[config.mk]
export PLATFORM = sky130hd
export DESIGN_NAME = sar_adc_control
export DESIGN_NICKNAME = d
export VERILOG_FILES = /design/src/hw/sar_adc_pkg.sv /design/src/hw/sar_step.sv /design/src/hw/sar_adc_control.sv
export VERILOG_INCLUDE_DIRS = /design/src /design/src/hw
export SDC_FILE = /design/constraint.sdc
export NUM_CORES = 1
export LEC_CHECK = 0
export BUFFER_PORTS_ARGS = -buffer_cell sky130_fd_sc_hd__buf_2
export CORE_MARGIN = 8
export CORE_UTILIZATION = 30
export DETAILED_ROUTE_END_ITERATION = 16
export HOLD_SLACK_MARGIN = 0.03
export PLACE_DENSITY = 0.62
export SLEW_MARGIN = 20
export SYNTH_ARGS = -nofsm -noshare
export SYNTH_HDL_FRONTEND = slang
export SYNTH_HIERARCHICAL = 1
export SYNTH_SLANG_ARGS = --single-unit
export TNS_END_PERCENT = 20
[constraint.sdc]
create_clock -name clk -period 2.1 [get_ports clk]
set_input_delay 0.105 -clock clk [delete_from_list [all_inputs] [get_ports clk]]
set_output_delay 0.105 -clock clk [all_outputs]
set_load 0.005 [all_outputs]
[src/hw/sar_adc_defines.svh]
// Register map, field positions and timing constants of the converter control block.
`ifndef SAR_ADC_DEFINES_SVH
`define SAR_ADC_DEFINES_SVH

// ------------------------------------------------------------
// Register indices; the byte address is four times the index
// ------------------------------------------------------------
`define CTRL_INDEX 6'h0E
`define RESULT_INDEX 6'h0F
`define CTRL_RESET 8'h00
`define ADC_INVALID 8'hFF

// ------------------------------------------------------------
// Control register fields
// ------------------------------------------------------------
`define F_CHAN_MSB 3
`define F_CHAN_TOP 3
`define F_DISABLE 4
`define F_SPEED 5
`define F_GO 6
`define F_DONE 7

// ------------------------------------------------------------
// Timing
// ------------------------------------------------------------
`define CLK_MHZ 20
`define MC_NS 500
`define MC_CLKS ((`MC_NS * `CLK_MHZ) / 1000)
`define CONV_SHORT_NS 23000
`define CONV_LONG_NS 92000
`define CONV_SHORT_MC (`CONV_SHORT_NS / `MC_NS)
`define CONV_LONG_MC (`CONV_LONG_NS / `MC_NS)
`define SAMPLE_MC 4
`define SAR_FIRST 8'h80

`endif

[src/hw/sar_adc_pkg.sv]
// Types shared by the converter control block.
package sar_adc_pkg;

  // ------------------------------------------------------------
  // Conversion sequencer states
  // ------------------------------------------------------------
  typedef enum logic [1:0] {
    ST_IDLE = 2'b00,
    ST_CONV = 2'b01
  } conv_state_t;

endpackage

[src/hw/sar_step.sv]
// Successive-approximation register that builds the 8-bit code one bit per step.
`timescale 1ns/1ps
`include "sar_adc_defines.svh"

module sar_step #(
  parameter int WIDTH = 8
) (
  input wire logic clk,
  input wire logic sys_rst,
  input wire logic ce,
  input wire logic clear,
  input wire logic step,
  input wire logic comp_high,
  output logic [WIDTH-1:0] code_r,
  output logic settled_r
);

  logic [WIDTH-1:0] mask_r;

  // ------------------------------------------------------------
  // Trial bit walk
  // ------------------------------------------------------------
  // Each step keeps the trial bit if the input is at or above the ladder level.
  always_ff @(posedge clk) begin
    if (sys_rst) begin
      code_r <= '0;
      mask_r <= '0;
      settled_r <= 1'b0;
    end else if (ce) begin
      if (clear) begin
        code_r <= WIDTH'(`SAR_FIRST);
        mask_r <= WIDTH'(`SAR_FIRST);
        settled_r <= 1'b0;
      end else if (step && !settled_r) begin
        code_r <= (comp_high ? code_r : (code_r & ~mask_r)) | (mask_r >> 1);
        mask_r <= mask_r >> 1;
        settled_r <= mask_r[0];
      end
    end
  end

endmodule

[src/hw/sar_adc_control.sv]
// Sequencer and Wishbone register slave of the 8-channel 8-bit SAR converter.
`timescale 1ns/1ps
`include "sar_adc_defines.svh"
// Overview of operation
// - Channel codes 0 to 7 route inputs 0 to 7; codes with top bit are reserved.
// - Bit 4 low enables analog inputs, high disables them; it is low after reset.
// - Short conversion lasts 46 machine cycles from start to result written.
// - Speed bit set selects the long conversion, four times the short one.
// - Writing 1 to bit 6 starts a conversion; writing 0 does nothing.
// - The start bit returns to 0 by itself once conversion begins.
// - Start during a conversion abandons it and starts over.
// - The selected input is sampled every 4 machine cycles.
// - Done flag, bit 7, sets at completion and reads 0 before and during.
// - Reading the result register clears the done flag.
// - The done flag is read-only to software.
// - Result read during conversion returns an invalid value.
// - Stop mode during conversion ends it; done flag stays 0.
// - Stop mode after completion keeps the result unchanged.
// - Control register resets to all zeros.
// - Each result is an 8-bit code from ladder comparisons.

module sar_adc_control #(
  parameter int MC_CLKS = `MC_CLKS,
  parameter int SHORT_MC = `CONV_SHORT_MC,
  parameter int LONG_MC = `CONV_LONG_MC
) (
  input wire logic clk,
  input wire logic sys_rst,
  input wire logic ce,
  input wire logic wb_cyc_i,
  input wire logic wb_stb_i,
  input wire logic wb_we_i,
  input wire logic [7:0] wb_adr_i,
  input wire logic [3:0] wb_sel_i,
  input wire logic [31:0] wb_dat_i,
  output logic [31:0] wb_dat_o,
  output logic wb_ack_o,
  input wire logic stop_req,
  input wire logic comp_high,
  output logic [2:0] chan_sel_r,
  output logic mux_en_r,
  output logic [7:0] ladder_code_r,
  output logic sample_r,
  output logic busy_r
);

  // ------------------------------------------------------------
  // Declarations
  // ------------------------------------------------------------
  sar_adc_pkg::conv_state_t state_r;
  logic [7:0] ctrl_r;
  logic [7:0] result_r;
  logic go_r;
  logic done_r;
  logic [3:0] mc_div_r;
  logic [7:0] conv_cnt_r;
  logic mc_tick;
  logic sample_now;
  logic fin;
  logic req;
  logic wr_ctrl;
  logic rd_res;
  logic [7:0] total_mc;
  logic [7:0] sar_code;
  logic sar_settled;

  // Address decode shared by the write and read paths.
  function automatic logic hit(input logic [5:0] a, input logic [5:0] idx);
    hit = (a == idx);
  endfunction

  // ------------------------------------------------------------
  // Bus request qualification
  // ------------------------------------------------------------
  // A request is taken once, in the cycle before ack rises.
  assign req = wb_cyc_i && wb_stb_i && !wb_ack_o;
  assign wr_ctrl = req && wb_we_i && wb_sel_i[0] && hit(wb_adr_i[7:2], `CTRL_INDEX);
  assign rd_res = req && !wb_we_i && hit(wb_adr_i[7:2], `RESULT_INDEX);

  // ------------------------------------------------------------
  // Timing decode
  // ------------------------------------------------------------
  assign total_mc = ctrl_r[`F_SPEED] ? 8'(LONG_MC) : 8'(SHORT_MC);
  assign mc_tick = (mc_div_r == 4'(MC_CLKS - 1));
  assign sample_now = busy_r && mc_tick
    && (conv_cnt_r[1:0] == 2'(`SAMPLE_MC - 1));
  assign fin = busy_r && mc_tick && (conv_cnt_r == total_mc - 8'h01) && !go_r;

  // ------------------------------------------------------------
  // Wishbone acknowledge
  // ------------------------------------------------------------
  // One wait state; ack falls the cycle after it was given.
  always_ff @(posedge clk) begin
    if (sys_rst) begin
      wb_ack_o <= 1'b0;
    end else if (ce) begin
      wb_ack_o <= req;
    end
  end

  // ------------------------------------------------------------
  // Read data
  // ------------------------------------------------------------
  // Unmapped addresses read as zero; the result reads invalid while busy.
  always_ff @(posedge clk) begin
    if (sys_rst) begin
      wb_dat_o <= 32'h00000000;
    end else if (ce) begin
      if (req && !wb_we_i && hit(wb_adr_i[7:2], `CTRL_INDEX)) begin
        wb_dat_o <= {24'h000000, done_r, go_r, ctrl_r[5:0]};
      end else if (rd_res) begin
        wb_dat_o <= {24'h000000, busy_r ? `ADC_INVALID : result_r};
      end else begin
        wb_dat_o <= 32'h00000000;
      end
    end
  end

  // ------------------------------------------------------------
  // Control register
  // ------------------------------------------------------------
  // Channel, input disable and speed are plain storage; the mux enable
  // is registered beside them so the pin outputs come from flops.
  always_ff @(posedge clk) begin
    if (sys_rst) begin
      ctrl_r <= `CTRL_RESET;
      mux_en_r <= 1'b1;
      chan_sel_r <= 3'h0;
    end else if (ce && wr_ctrl) begin
      ctrl_r <= {2'b00, wb_dat_i[5:0]};
      chan_sel_r <= wb_dat_i[2:0];
      mux_en_r <= !wb_dat_i[`F_CHAN_TOP] && !wb_dat_i[`F_DISABLE];
    end
  end

  // ------------------------------------------------------------
  // Start bit
  // ------------------------------------------------------------
  // Held for exactly one cycle, so software sees it clear itself.
  always_ff @(posedge clk) begin
    if (sys_rst) begin
      go_r <= 1'b0;
    end else if (ce) begin
      go_r <= wr_ctrl && wb_dat_i[`F_GO];
    end
  end

  // ------------------------------------------------------------
  // Sequencer
  // ------------------------------------------------------------
  // A start while busy lands here too and simply restarts the count.
  always_ff @(posedge clk) begin
    if (sys_rst) begin
      state_r <= sar_adc_pkg::ST_IDLE;
    end else if (ce) begin
      case (state_r)
        sar_adc_pkg::ST_IDLE: begin
          if (go_r && !stop_req) begin
            state_r <= sar_adc_pkg::ST_CONV;
          end
        end
        sar_adc_pkg::ST_CONV: begin
          if (stop_req || fin) begin
            state_r <= sar_adc_pkg::ST_IDLE;
          end
        end
        default: begin
          state_r <= sar_adc_pkg::ST_IDLE;
        end
      endcase
    end
  end

  // Busy mirrors the next state so it is a clean flop output.
  always_ff @(posedge clk) begin
    if (sys_rst) begin
      busy_r <= 1'b0;
    end else if (ce) begin
      if (stop_req) begin
        busy_r <= 1'b0;
      end else if (go_r) begin
        busy_r <= 1'b1;
      end else if (fin) begin
        busy_r <= 1'b0;
      end
    end
  end

  // ------------------------------------------------------------
  // Machine-cycle divider and conversion counter
  // ------------------------------------------------------------
  // Both restart on every start so a restart begins from scratch.
  always_ff @(posedge clk) begin
    if (sys_rst) begin
      mc_div_r <= 4'h0;
      conv_cnt_r <= 8'h00;
    end else if (ce) begin
      if (go_r || !busy_r) begin
        mc_div_r <= 4'h0;
        conv_cnt_r <= 8'h00;
      end else if (mc_tick) begin
        mc_div_r <= 4'h0;
        conv_cnt_r <= conv_cnt_r + 8'h01;
      end else begin
        mc_div_r <= mc_div_r + 4'h1;
      end
    end
  end

  // ------------------------------------------------------------
  // Sample strobe
  // ------------------------------------------------------------
  always_ff @(posedge clk) begin
    if (sys_rst) begin
      sample_r <= 1'b0;
    end else if (ce) begin
      sample_r <= sample_now && !stop_req;
    end
  end

  // ------------------------------------------------------------
  // Approximation register
  // ------------------------------------------------------------
  // Eight of the samples decide the bits; later samples leave the code.
  sar_step #(
    .WIDTH(8)
  ) u_sar (
    .clk(clk),
    .sys_rst(sys_rst),
    .ce(ce),
    .clear(go_r),
    .step(sample_now),
    .comp_high(comp_high),
    .code_r(sar_code),
    .settled_r(sar_settled)
  );

  // The ladder follows the trial code one cycle later.
  always_ff @(posedge clk) begin
    if (sys_rst) begin
      ladder_code_r <= 8'h00;
    end else if (ce) begin
      ladder_code_r <= sar_code;
    end
  end

  // ------------------------------------------------------------
  // Result register
  // ------------------------------------------------------------
  // Written only at completion, so a stop after completion keeps it.
  always_ff @(posedge clk) begin
    if (sys_rst) begin
      result_r <= 8'h00;
    end else if (ce && fin && !stop_req) begin
      result_r <= sar_code;
    end
  end

  // ------------------------------------------------------------
  // Done flag
  // ------------------------------------------------------------
  // Completion beats a result read in the same cycle; a start or a stop
  // before completion keeps it low. Software writes never reach it.
  always_ff @(posedge clk) begin
    if (sys_rst) begin
      done_r <= 1'b0;
    end else if (ce) begin
      if (fin && !stop_req) begin
        done_r <= 1'b1;
      end else if (go_r || rd_res) begin
        done_r <= 1'b0;
      end
    end
  end

  // ------------------------------------------------------------
  // Checks
  // ------------------------------------------------------------
  // Counts enabled cycles since the last start, to time the conversion.
  // The completion cycle is the last one counted, so it sits one below the total.
  logic [15:0] elapsed_r;
  always_ff @(posedge clk) begin
    if (sys_rst || go_r) begin
      elapsed_r <= 16'h0000;
    end else if (ce) begin
      elapsed_r <= elapsed_r + 16'h0001;
    end
  end
endmodule

After elaboration in Yosys (flattened, before gate mapping)
Index checks and enable logic that the tools add are counted.

Add/subtract/negate cells: 3. Eq/ne operators: 5. Multiplexer cells: 20. Bitwise gates (word level): 3. Reduce and logical (&&, ||, !) cells: 38.

Operators with widths (number): 8-bit two-way mux (11); 1-bit logical AND (20); 6-bit by 4-bit equality test with 1-bit output, second input constant (2); 8-bit by 1-bit adder with 8-bit output, second input constant (1); 8-bit bitwise AND (1); 8-bit equality test (1); 1-bit zero test (8); 4-bit two-way mux (2); 8-bit inverter (1); 8-bit by 7-bit OR with 8-bit output (1); 2-bit AND reduction (4); 8-bit by 1-bit subtractor with 8-bit output, second input constant (1); 1-bit two-way mux (7); 2-bit nonzero test (3); 4-bit by 1-bit adder with 4-bit output, second input constant (1); 4-bit equality test, second input constant (1); 3-bit nonzero test (1); 2-bit equality test, second input constant (1); 1-bit logical OR (2).

Bits in registers: 92. Input port bits: 52.

Longest topological paths before layout
Gate-level depths: netlist of run 1.

Word-level depth: 8. Depth in mapped cells: 9. Mapped depth without buffers: 7.

Cells and area by module
The synthesis of run 1 kept the hierarchy.

By module, submodules not included: sar_adc_control (instances 1, cells an instance 263, area an instance 2331.0 µm², sequential area each 960.9 µm²); sar_step (instances 1, cells an instance 61, area an instance 696.9 µm², sequential area each 340.3 µm²).

Worst setup path before layout of run 1
No wires, ideal clock.

Path type: register -> register. Start point: reg mc_div_r[1]. End point: reg u_sar.code_r[4]. Library setup time: 122 ps. Data arrival time: 1753 ps. Path slack: 225 ps. Cell stages (with the launch flop): 10. Buffers on the path: 2. Period minus slack after synthesis: 1875 ps. Cells stage by stage: dfxtp_1 inv_1 ha_1 and3b_1 clkbuf_2 and3_1 nand3b_2 nor3_4 buf_4 a221o_1.

Longest elaborated chain between the ends: 6.

Ends and longest elaborated chain: start, declared (line sar_adc_control.sv:55) `logic [3:0] mc_div_r;`; start signal, assigned (line sar_adc_control.sv:205) `mc_div_r <= mc_div_r + 4'h1;`; 4-bit equality test (line sar_adc_control.sv:84) `assign mc_tick = (mc_div_r == 4'(MC_CLKS - 1));`; 1-bit logical AND (2 in series) (line sar_adc_control.sv:85) `assign sample_now = busy_r && mc_tick`; named net sample_now (line sar_adc_control.sv:58) `logic sample_now;`; 1-bit logical AND (line sar_step.sv:34) `end else if (step && !settled_r) begin`; 2-bit nonzero test (no source line); 2-bit AND reduction (no source line); end signal, assigned (line sar_step.sv:31) `` code_r <= WIDTH'(`SAR_FIRST); ``; end signal, assigned (line sar_step.sv:35) `code_r <= (comp_high ? code_r : (code_r & ~mask_r)) | (mask_r >> 1);`; end, declared (line sar_step.sv:14) `output logic [WIDTH-1:0] code_r,`.

The timed path passes the listed nets, and every way through them passes these cells. A chain may end at the register's enable or synchronous reset.

Worst setup path after layout of run 1
Same ends and word-level chain as after synthesis.

==> results.sh, run 1 <==
export IMPL_wl_per_cell_um=14.8
export IMPL_critical_path_class="reg2reg"
export IMPL_rows=36
export IMPL_cts_tree="yes"
export IMPL_ys_ff_latch=65
export IMPL_setup_violations=0
export IMPL_synthArstFlopShare=0
export IMPL_syn_inst=324
export IMPL_period_share=0.886
export IMPL_dp_hpwl_um=5580
export IMPL_gp_congestion=0.840
export IMPL_cts_root_buf="clkbuf_8"
export IMPL_clock_sinks=65
export IMPL_die_w_um=116
export IMPL_arrival_ps=2080
export IMPL_endpoint_kind="flop"
export IMPL_via_per_inst=4.90
export IMPL_syn_area_sq_mm=0.00303
export IMPL_avgSynthCellArea_sq_um=9.35
export IMPL_drc_errors=0
export IMPL_powerDensity_mw_per_mm2=752
export IMPL_area_growth_pct=19.3
export IMPL_status="completed"
export IMPL_nets=430
export IMPL_dominantRegCellSynth="dfxtp_1"
export IMPL_ys_warn_count=6
export IMPL_leakage_uw=0.00146
export IMPL_cts_buffers=9
export IMPL_tightest_slew_ps=607
export IMPL_grt_ovfl_total=0
export IMPL_start_util=0.310
export IMPL_clk_latency_ps=340
export IMPL_drt_iter0_drc=196
export IMPL_layout_drive_gt1_share=0.211
export IMPL_grt_pass1_wl_um=12300
export IMPL_cts_repair_resized=0
export IMPL_die_y_um=116
export IMPL_grtUsageTotal=0.115
export IMPL_vdd_drop_max_mv=0.367
export IMPL_synth_top_area_frac=0.430
export IMPL_port_buffers=44
export IMPL_max_slew_margin_rel=0.595
export IMPL_core_area_sq_mm=0.00977
export IMPL_maxCapViolCount=0
export IMPL_cts_reportedPaths_clkPinSlew_ps=70
export IMPL_hold_path_class="in2reg"
export IMPL_crit_required_ps=2320
export IMPL_grt_pass1_vias=2513
export IMPL_pin_count=99
export IMPL_startpoint_type="flop"
export IMPL_n_antenna_cell=0
export IMPL_yosysUniqueCellTypes=56
export IMPL_drt_wl_total_um=7590
export IMPL_hold_viol_final=0
export IMPL_rsz0062_at_grt="false"
export IMPL_yosys_top_cells_count="dfxtp_1, nor2_1, buf_4"
export IMPL_finish_utilization=0.370
export IMPL_drv_slew=0
export IMPL_min_period_ps=1860
export IMPL_timing_fmax_mhz=538
export IMPL_drt_pass1_iter_count=5
export IMPL_synth_most_common_cell="dfxtp_1"
export IMPL_dieArea_sq_mm=0.0136
export IMPL_synth_area_leaders="dfxtp_1, buf_4, mux2i_1"
export IMPL_cts_max_path_buffers=2
export IMPL_vias=2515
export IMPL_skew_ps=6.28
export IMPL_setup_tns_ps=0
export IMPL_grt_max_degree=28
export IMPL_synth_edff_count=0
export IMPL_htreeDepth=3
export IMPL_yosys_area_top_type="dfxtp_1"
export IMPL_antenna_found_initial=0
export IMPL_final_fill_count=1027
export IMPL_cp_max_fo=8
export IMPL_ys_seq_area_frac=0.430
export IMPL_ant_nets=0
-- power by group --
group / switching [uW] / internal (uW)
Combinational: 72.9 / 40.2
Clock: 482 / 886
Sequential: 1.89 / 1230
Total: 557 / 2160
-- routing by layer --
metal	vias to the layer above	share of wire	GRT usage
li1	1239	-	-
met5	-	0	0
met1	1179	0.47	0.148
met3	10	0.091	0.0367
met2	87	0.43	0.176
met4	0	0.013	0.0398
-- area by class of cell --
type                            count  area [sq um]  area share
Clock buffer                       12           165      0.0457
Clock inverter                      4          97.6      0.0270
Inverter                           11          41.3      0.0114
Multi-Input combinational cell    229          1500       0.414
Sequential cell                    65          1300       0.360
Tap cell                          133           166      0.0461
Timing Repair Buffer               59           345      0.0956
-- worst max-delay path, cell delays in order (launching register included) --
cell	delay, ps
dfxtp_1	380
inv_1	60
ha_1	180
and3b_1	180
and3_1	230
nand3b_2	150
nor3_4	50
buf_4	180
a221o_1	340
-- metrics by stage --
| step | hold WS, ps | instances | setup WS [ps] | cell area, sq um | total power, uW |
|---|---|---|---|---|---|
| 3_3_place_gp | 344 | 492 | 260 | 3300 | 1370 |
| 4_1_cts | 32.3 | 513 | 230 | 3610 | 2750 |
| 2_1_floorplan | 177 | 347 | 225 | 3110 | 1350 |
| 6_report | 41.8 | 513 | 240 | 3610 | 2720 |
| 5_1_grt | 39.9 | 513 | 125 | 3610 | 2810 |
| 3_5_place_dp | 349 | 492 | 239 | 3300 | 1370 |
-- final timing paths --
path,startpoint,to,slack (ps),cells after the start
min reg2reg,wb_dat_o[4]$_SDFFE_PP0P_,wb_dat_o[4]$_SDFFE_PP0P_,460,2
min,wb_dat_i[4],ctrl_r[4]$_SDFFE_PP0P_,40,3
max,mc_div_r[1]$_SDFFE_PP0P_,u_sar/code_r[4]$_SDFFE_PP0P_,240,8
max reg2reg,mc_div_r[1]$_SDFFE_PP0P_,u_sar/code_r[4]$_SDFFE_PP0P_,240,8
-- state kept, by name (all words and copies together), names as in the netlist --
signal,count
conv_cnt_r,8
ladder_code_r,8
result_r,8
u_sar/code_r,8
u_sar/mask_r,8
wb_dat_o,8
ctrl_r,4
mc_div_r,4
chan_sel_r,2
busy_r,1
done_r,1
go_r,1
mux_en_r,1
sample_r,1
u_sar/settled_r,1
wb_ack_o,1
-- logic make-up after synthesis --
family,after synthesis,synth area share
simple gates,103,0.189
compound gates,76,0.183
flops,65,0.430
buf+inv,53,0.105
mux,18,0.0649
xor+xnor,5,0.0145
fa+ha+maj,3,0.0124
other cells,1,0.00124
-- repair_timing --
| item | 4_1_cts | 5_1_grt |
|---|---|---|
| hold endpoints to repair | 5 | 0 |
| buffers inserted | 0 | 0 |
| hold buffers | 5 | 0 |
-- cell usage in the layout, fill, tap and decap left out, drive strengths merged, types with 3 or more instances in the layout --
master | netlist | layout
a21oi | 18 | 18
a221o | 11 | 11
a22o | 7 | 7
a2bb2oi | 4 | 4
and2 | 5 | 5
buf | 33 | 54
bufinv | 0 | 3
clkbuf | 9 | 12
conb | 1 | 24
dfxtp | 65 | 65
dlygate4sd3 | 0 | 5
ha | 3 | 3
inv | 11 | 11
mux2 | 3 | 3
mux2i | 15 | 15
nand2 | 13 | 13
nand3 | 3 | 3
nand3b | 3 | 3
nand4 | 12 | 12
nand4b | 4 | 4
nor2 | 37 | 37
nor2b | 3 | 3
nor3 | 6 | 6
o2111a | 6 | 6
o211ai | 3 | 3
o21ai | 16 | 16
xor2 | 4 | 4
Power figures use the tool's default switching activity.
==> run 2: changes to the inputs <==
--- a/config.mk
+++ b/config.mk
@@ -6,6 +6,7 @@
 export SDC_FILE = /design/constraint.sdc
 export NUM_CORES = 1
 export LEC_CHECK = 0
+export ABC_AREA = 1
 export BUFFER_PORTS_ARGS = -buffer_cell sky130_fd_sc_hd__buf_2
 export CORE_MARGIN = 8
 export CORE_UTILIZATION = 30
==> run 2 against run 1 <==
  * Setup slack better by 120 ps
  * Die area is 4.7% higher
  * Global-route usage is 0.76 points lower
  * Synthesized cell count is 31% higher
  * Clock skew is 1.8 ps higher
  * Register-to-register slack better by 120 ps
  * First-iteration DRC count is 33% lower
  * Final area is 1.9% higher
  * Core utilization is 1.3 points lower
  * Critical path type unchanged
==> results.sh, run 2 <==
export IMPL_dominantRegCellSynth="dfxtp_1"
export IMPL_hold_path_class="in2reg"
export IMPL_cp_startpoint="mc_div_r[0]$_SDFFE_PP0P_"
export IMPL_gp_congestion=0.783
export IMPL_yosys_area_top_type="dfxtp_1"
export IMPL_final_common_cell="nand2_1"
export IMPL_endpoint="u_sar/mask_r[2]$_SDFFE_PP0P_"
export IMPL_max_slew_margin_rel=0.629
export IMPL_ant_nets=0
export IMPL_area_growth_pct=15.4
export IMPL_maxCapViolCount=0
export IMPL_cts_max_path_buffers=2
export IMPL_clock_sinks=65
export IMPL_hold_viol_final=0
export IMPL_antenna_found_initial=0
export IMPL_layout_drive_gt1_share=0.207
export IMPL_drt_pass1_iter_count=4
export IMPL_rows=37
export IMPL_powerDensity_mw_per_mm2=679
export IMPL_cp_max_fo=8
export IMPL_n_antenna_cell=0
export IMPL_crit_required_ps=2370
export IMPL_dieArea_sq_mm=0.0142
export IMPL_die_y_um=119
export IMPL_cts_repair_resized=0
export IMPL_grt_ovfl_total=0
export IMPL_yosysUniqueCellTypes=36
export IMPL_synth_area_leaders="dfxtp_1, nand2_1, buf_4"
export IMPL_nets=528
export IMPL_startpoint_type="flop"
export IMPL_synth_most_common_cell="nand2_1"
export IMPL_rsz0062_at_grt="false"
export IMPL_min_period_ps=1740
export IMPL_postLayoutSetupSlackWorst_ps=360
export IMPL_r2r_slack_ps=360
export IMPL_status="completed"
export IMPL_wl_per_cell_um=12.2
export IMPL_core_area_sq_mm=0.0103
export IMPL_start_util=0.309
export IMPL_grt_max_degree=33
export IMPL_drt_iter0_drc=132
export IMPL_setup_tns_ps=0
export IMPL_clk_latency_ps=340
export IMPL_skew_ps=8.09
export IMPL_endpoint_kind="flop"
export IMPL_drt_wl_total_um=7500
export IMPL_final_fill_count=1107
export IMPL_ys_warn_count=6
export IMPL_tightest_slew_ps=556
export IMPL_port_buffers=44
export IMPL_synth_edff_count=0
export IMPL_period_share=0.828
export IMPL_synthArstFlopShare=0
export IMPL_cts_root_buf="clkbuf_8"
export IMPL_syn_area_sq_mm=0.00319
export IMPL_pre_cts_slack_ps=367
export IMPL_avgSynthCellArea_sq_um=7.51
export IMPL_htreeDepth=3
export IMPL_via_per_inst=4.48
export IMPL_timing_fmax_mhz=575
export IMPL_pin_count=99
export IMPL_synth_top_area_frac=0.408
export IMPL_drv_slew=0
export IMPL_die_w_um=119
export IMPL_drc_errors=0
export IMPL_critical_path_class="reg2reg"
export IMPL_r2r_end="u_sar/mask_r[2]$_SDFFE_PP0P_"
export IMPL_grt_pass1_wl_um=12600
export IMPL_cts_reportedPaths_clkPinSlew_ps=70
export IMPL_ys_seq_area_frac=0.408
export IMPL_leakage_uw=0.00152
export IMPL_cts_buffers=9
export IMPL_setup_violations=0
export IMPL_vdd_drop_max_mv=0.243
export IMPL_syn_inst=425
export IMPL_vias=2750
export IMPL_arrival_ps=2010
export IMPL_layout_common_cells="nand2_1, dfxtp_1, nor2_1, buf_2, inv_1"
export IMPL_grt_pass1_vias=2686
export IMPL_grtUsageTotal=0.107
export IMPL_dp_hpwl_um=5500
export IMPL_yosys_top_cells_count="nand2_1, dfxtp_1, nor2_1"
export IMPL_ys_ff_latch=65
export IMPL_cts_tree="yes"
export IMPL_reg2reg_from="mc_div_r[0]$_SDFFE_PP0P_"
export IMPL_reg2reg_depth=8
run 2: changes by cell type in the layout (fill, tap and decap cells not counted), moves of 14 or more:
cell     delta
o21ai_1    +15
a21oi_1    +15
nand2_1    +54
mux2i_1    -14
nand3_1    +24
inv_1      +29
run 2: repair_timing:
action                                  CTS  global route
hold buffers                              7             0
setup buffers                             0             0
hold endpoints to repair                  6             0
endpoints found under the setup margin    0             0
run 2: final cells by class:
type                    count  area, sq um  share of cell area
multi-input cells         292         1500               0.407
flip-flops and latches     65         1300               0.353
repair buffers             57          335              0.0911
inverters                  48          181              0.0493
well taps                 136          170              0.0462
clock buffers              11          141              0.0384
clock inverters             5         55.1              0.0150
run 2: worst min-delay path by stage:
stage          slack, ps  cells past startpoint   startpoint                      endpoint
2_1_floorplan        240                      2    comp_high  u_sar/code_r[7]$_SDFFE_PP0P_
3_5_place_dp         340                      3  wb_dat_i[0]    chan_sel_r[0]$_SDFFE_PP0P_
4_1_cts               30                      3  wb_dat_i[4]        ctrl_r[4]$_SDFFE_PP0P_
5_1_grt               50                      3  wb_dat_i[4]        ctrl_r[4]$_SDFFE_PP0P_
6_report              50                      3  wb_dat_i[4]        ctrl_r[4]$_SDFFE_PP0P_
3_3_place_gp         330                      3  wb_dat_i[0]    chan_sel_r[0]$_SDFFE_PP0P_
run 2: critical path, cell delays in order (launching register included):
cell and delay (ps):
dfxtp_1 380, ha_1 230, nand4_4 130, nor2_1 250, nand3_4 120, nor2_4 190, buf_4 180, nand2_1 60
a21oi_1 130
run 2: report_power, final:
part / internal (uW) / switching (uW) / leakage, uW / total [uW]
sequential: 1250 / 11.2 / 0.000527 / 1260
clock: 577 / 492 / 0.0000953 / 1070
combinational: 62.5 / 106 / 0.000898 / 168
run 2: kinds of logic after synthesis:
group           Yosys count  synth area share
compound gates           96             0.172
xor+xnor                  2           0.00549
fa+ha+maj                 3            0.0118
buf+inv                  91             0.150
flops                    65             0.408
other cells               1           0.00117
simple gates            167             0.252
run 2: per-layer routing:
metal | share of wire | wire length (um) | global-route usage | vias up
met2 | 0.44 | 3260 | 0.168 | 98
met1 | 0.46 | 3460 | 0.132 | 1217
met3 | 0.088 | 663 | 0.0345 | 11
met4 | 0.015 | 111 | 0.0482 | 0
met5 | 0 | 0 | 0 | -
li1 | - | - | - | 1424
run 2: per-stage QoR:
step | std cells | power [uW] | utilization | area [sq um] | hold slack, ps
5_1_grt | 614 | 2610 | 0.357 | 3680 | 45.7
4_1_cts | 614 | 2530 | 0.357 | 3680 | 33.6
2_1_floorplan | 448 | 1420 | - | 3280 | 236
3_5_place_dp | 591 | 1450 | 0.331 | 3420 | 340
6_report | 614 | 2500 | 0.357 | 3680 | 48.3
3_3_place_gp | 591 | 1450 | 0.331 | 3420 | 333
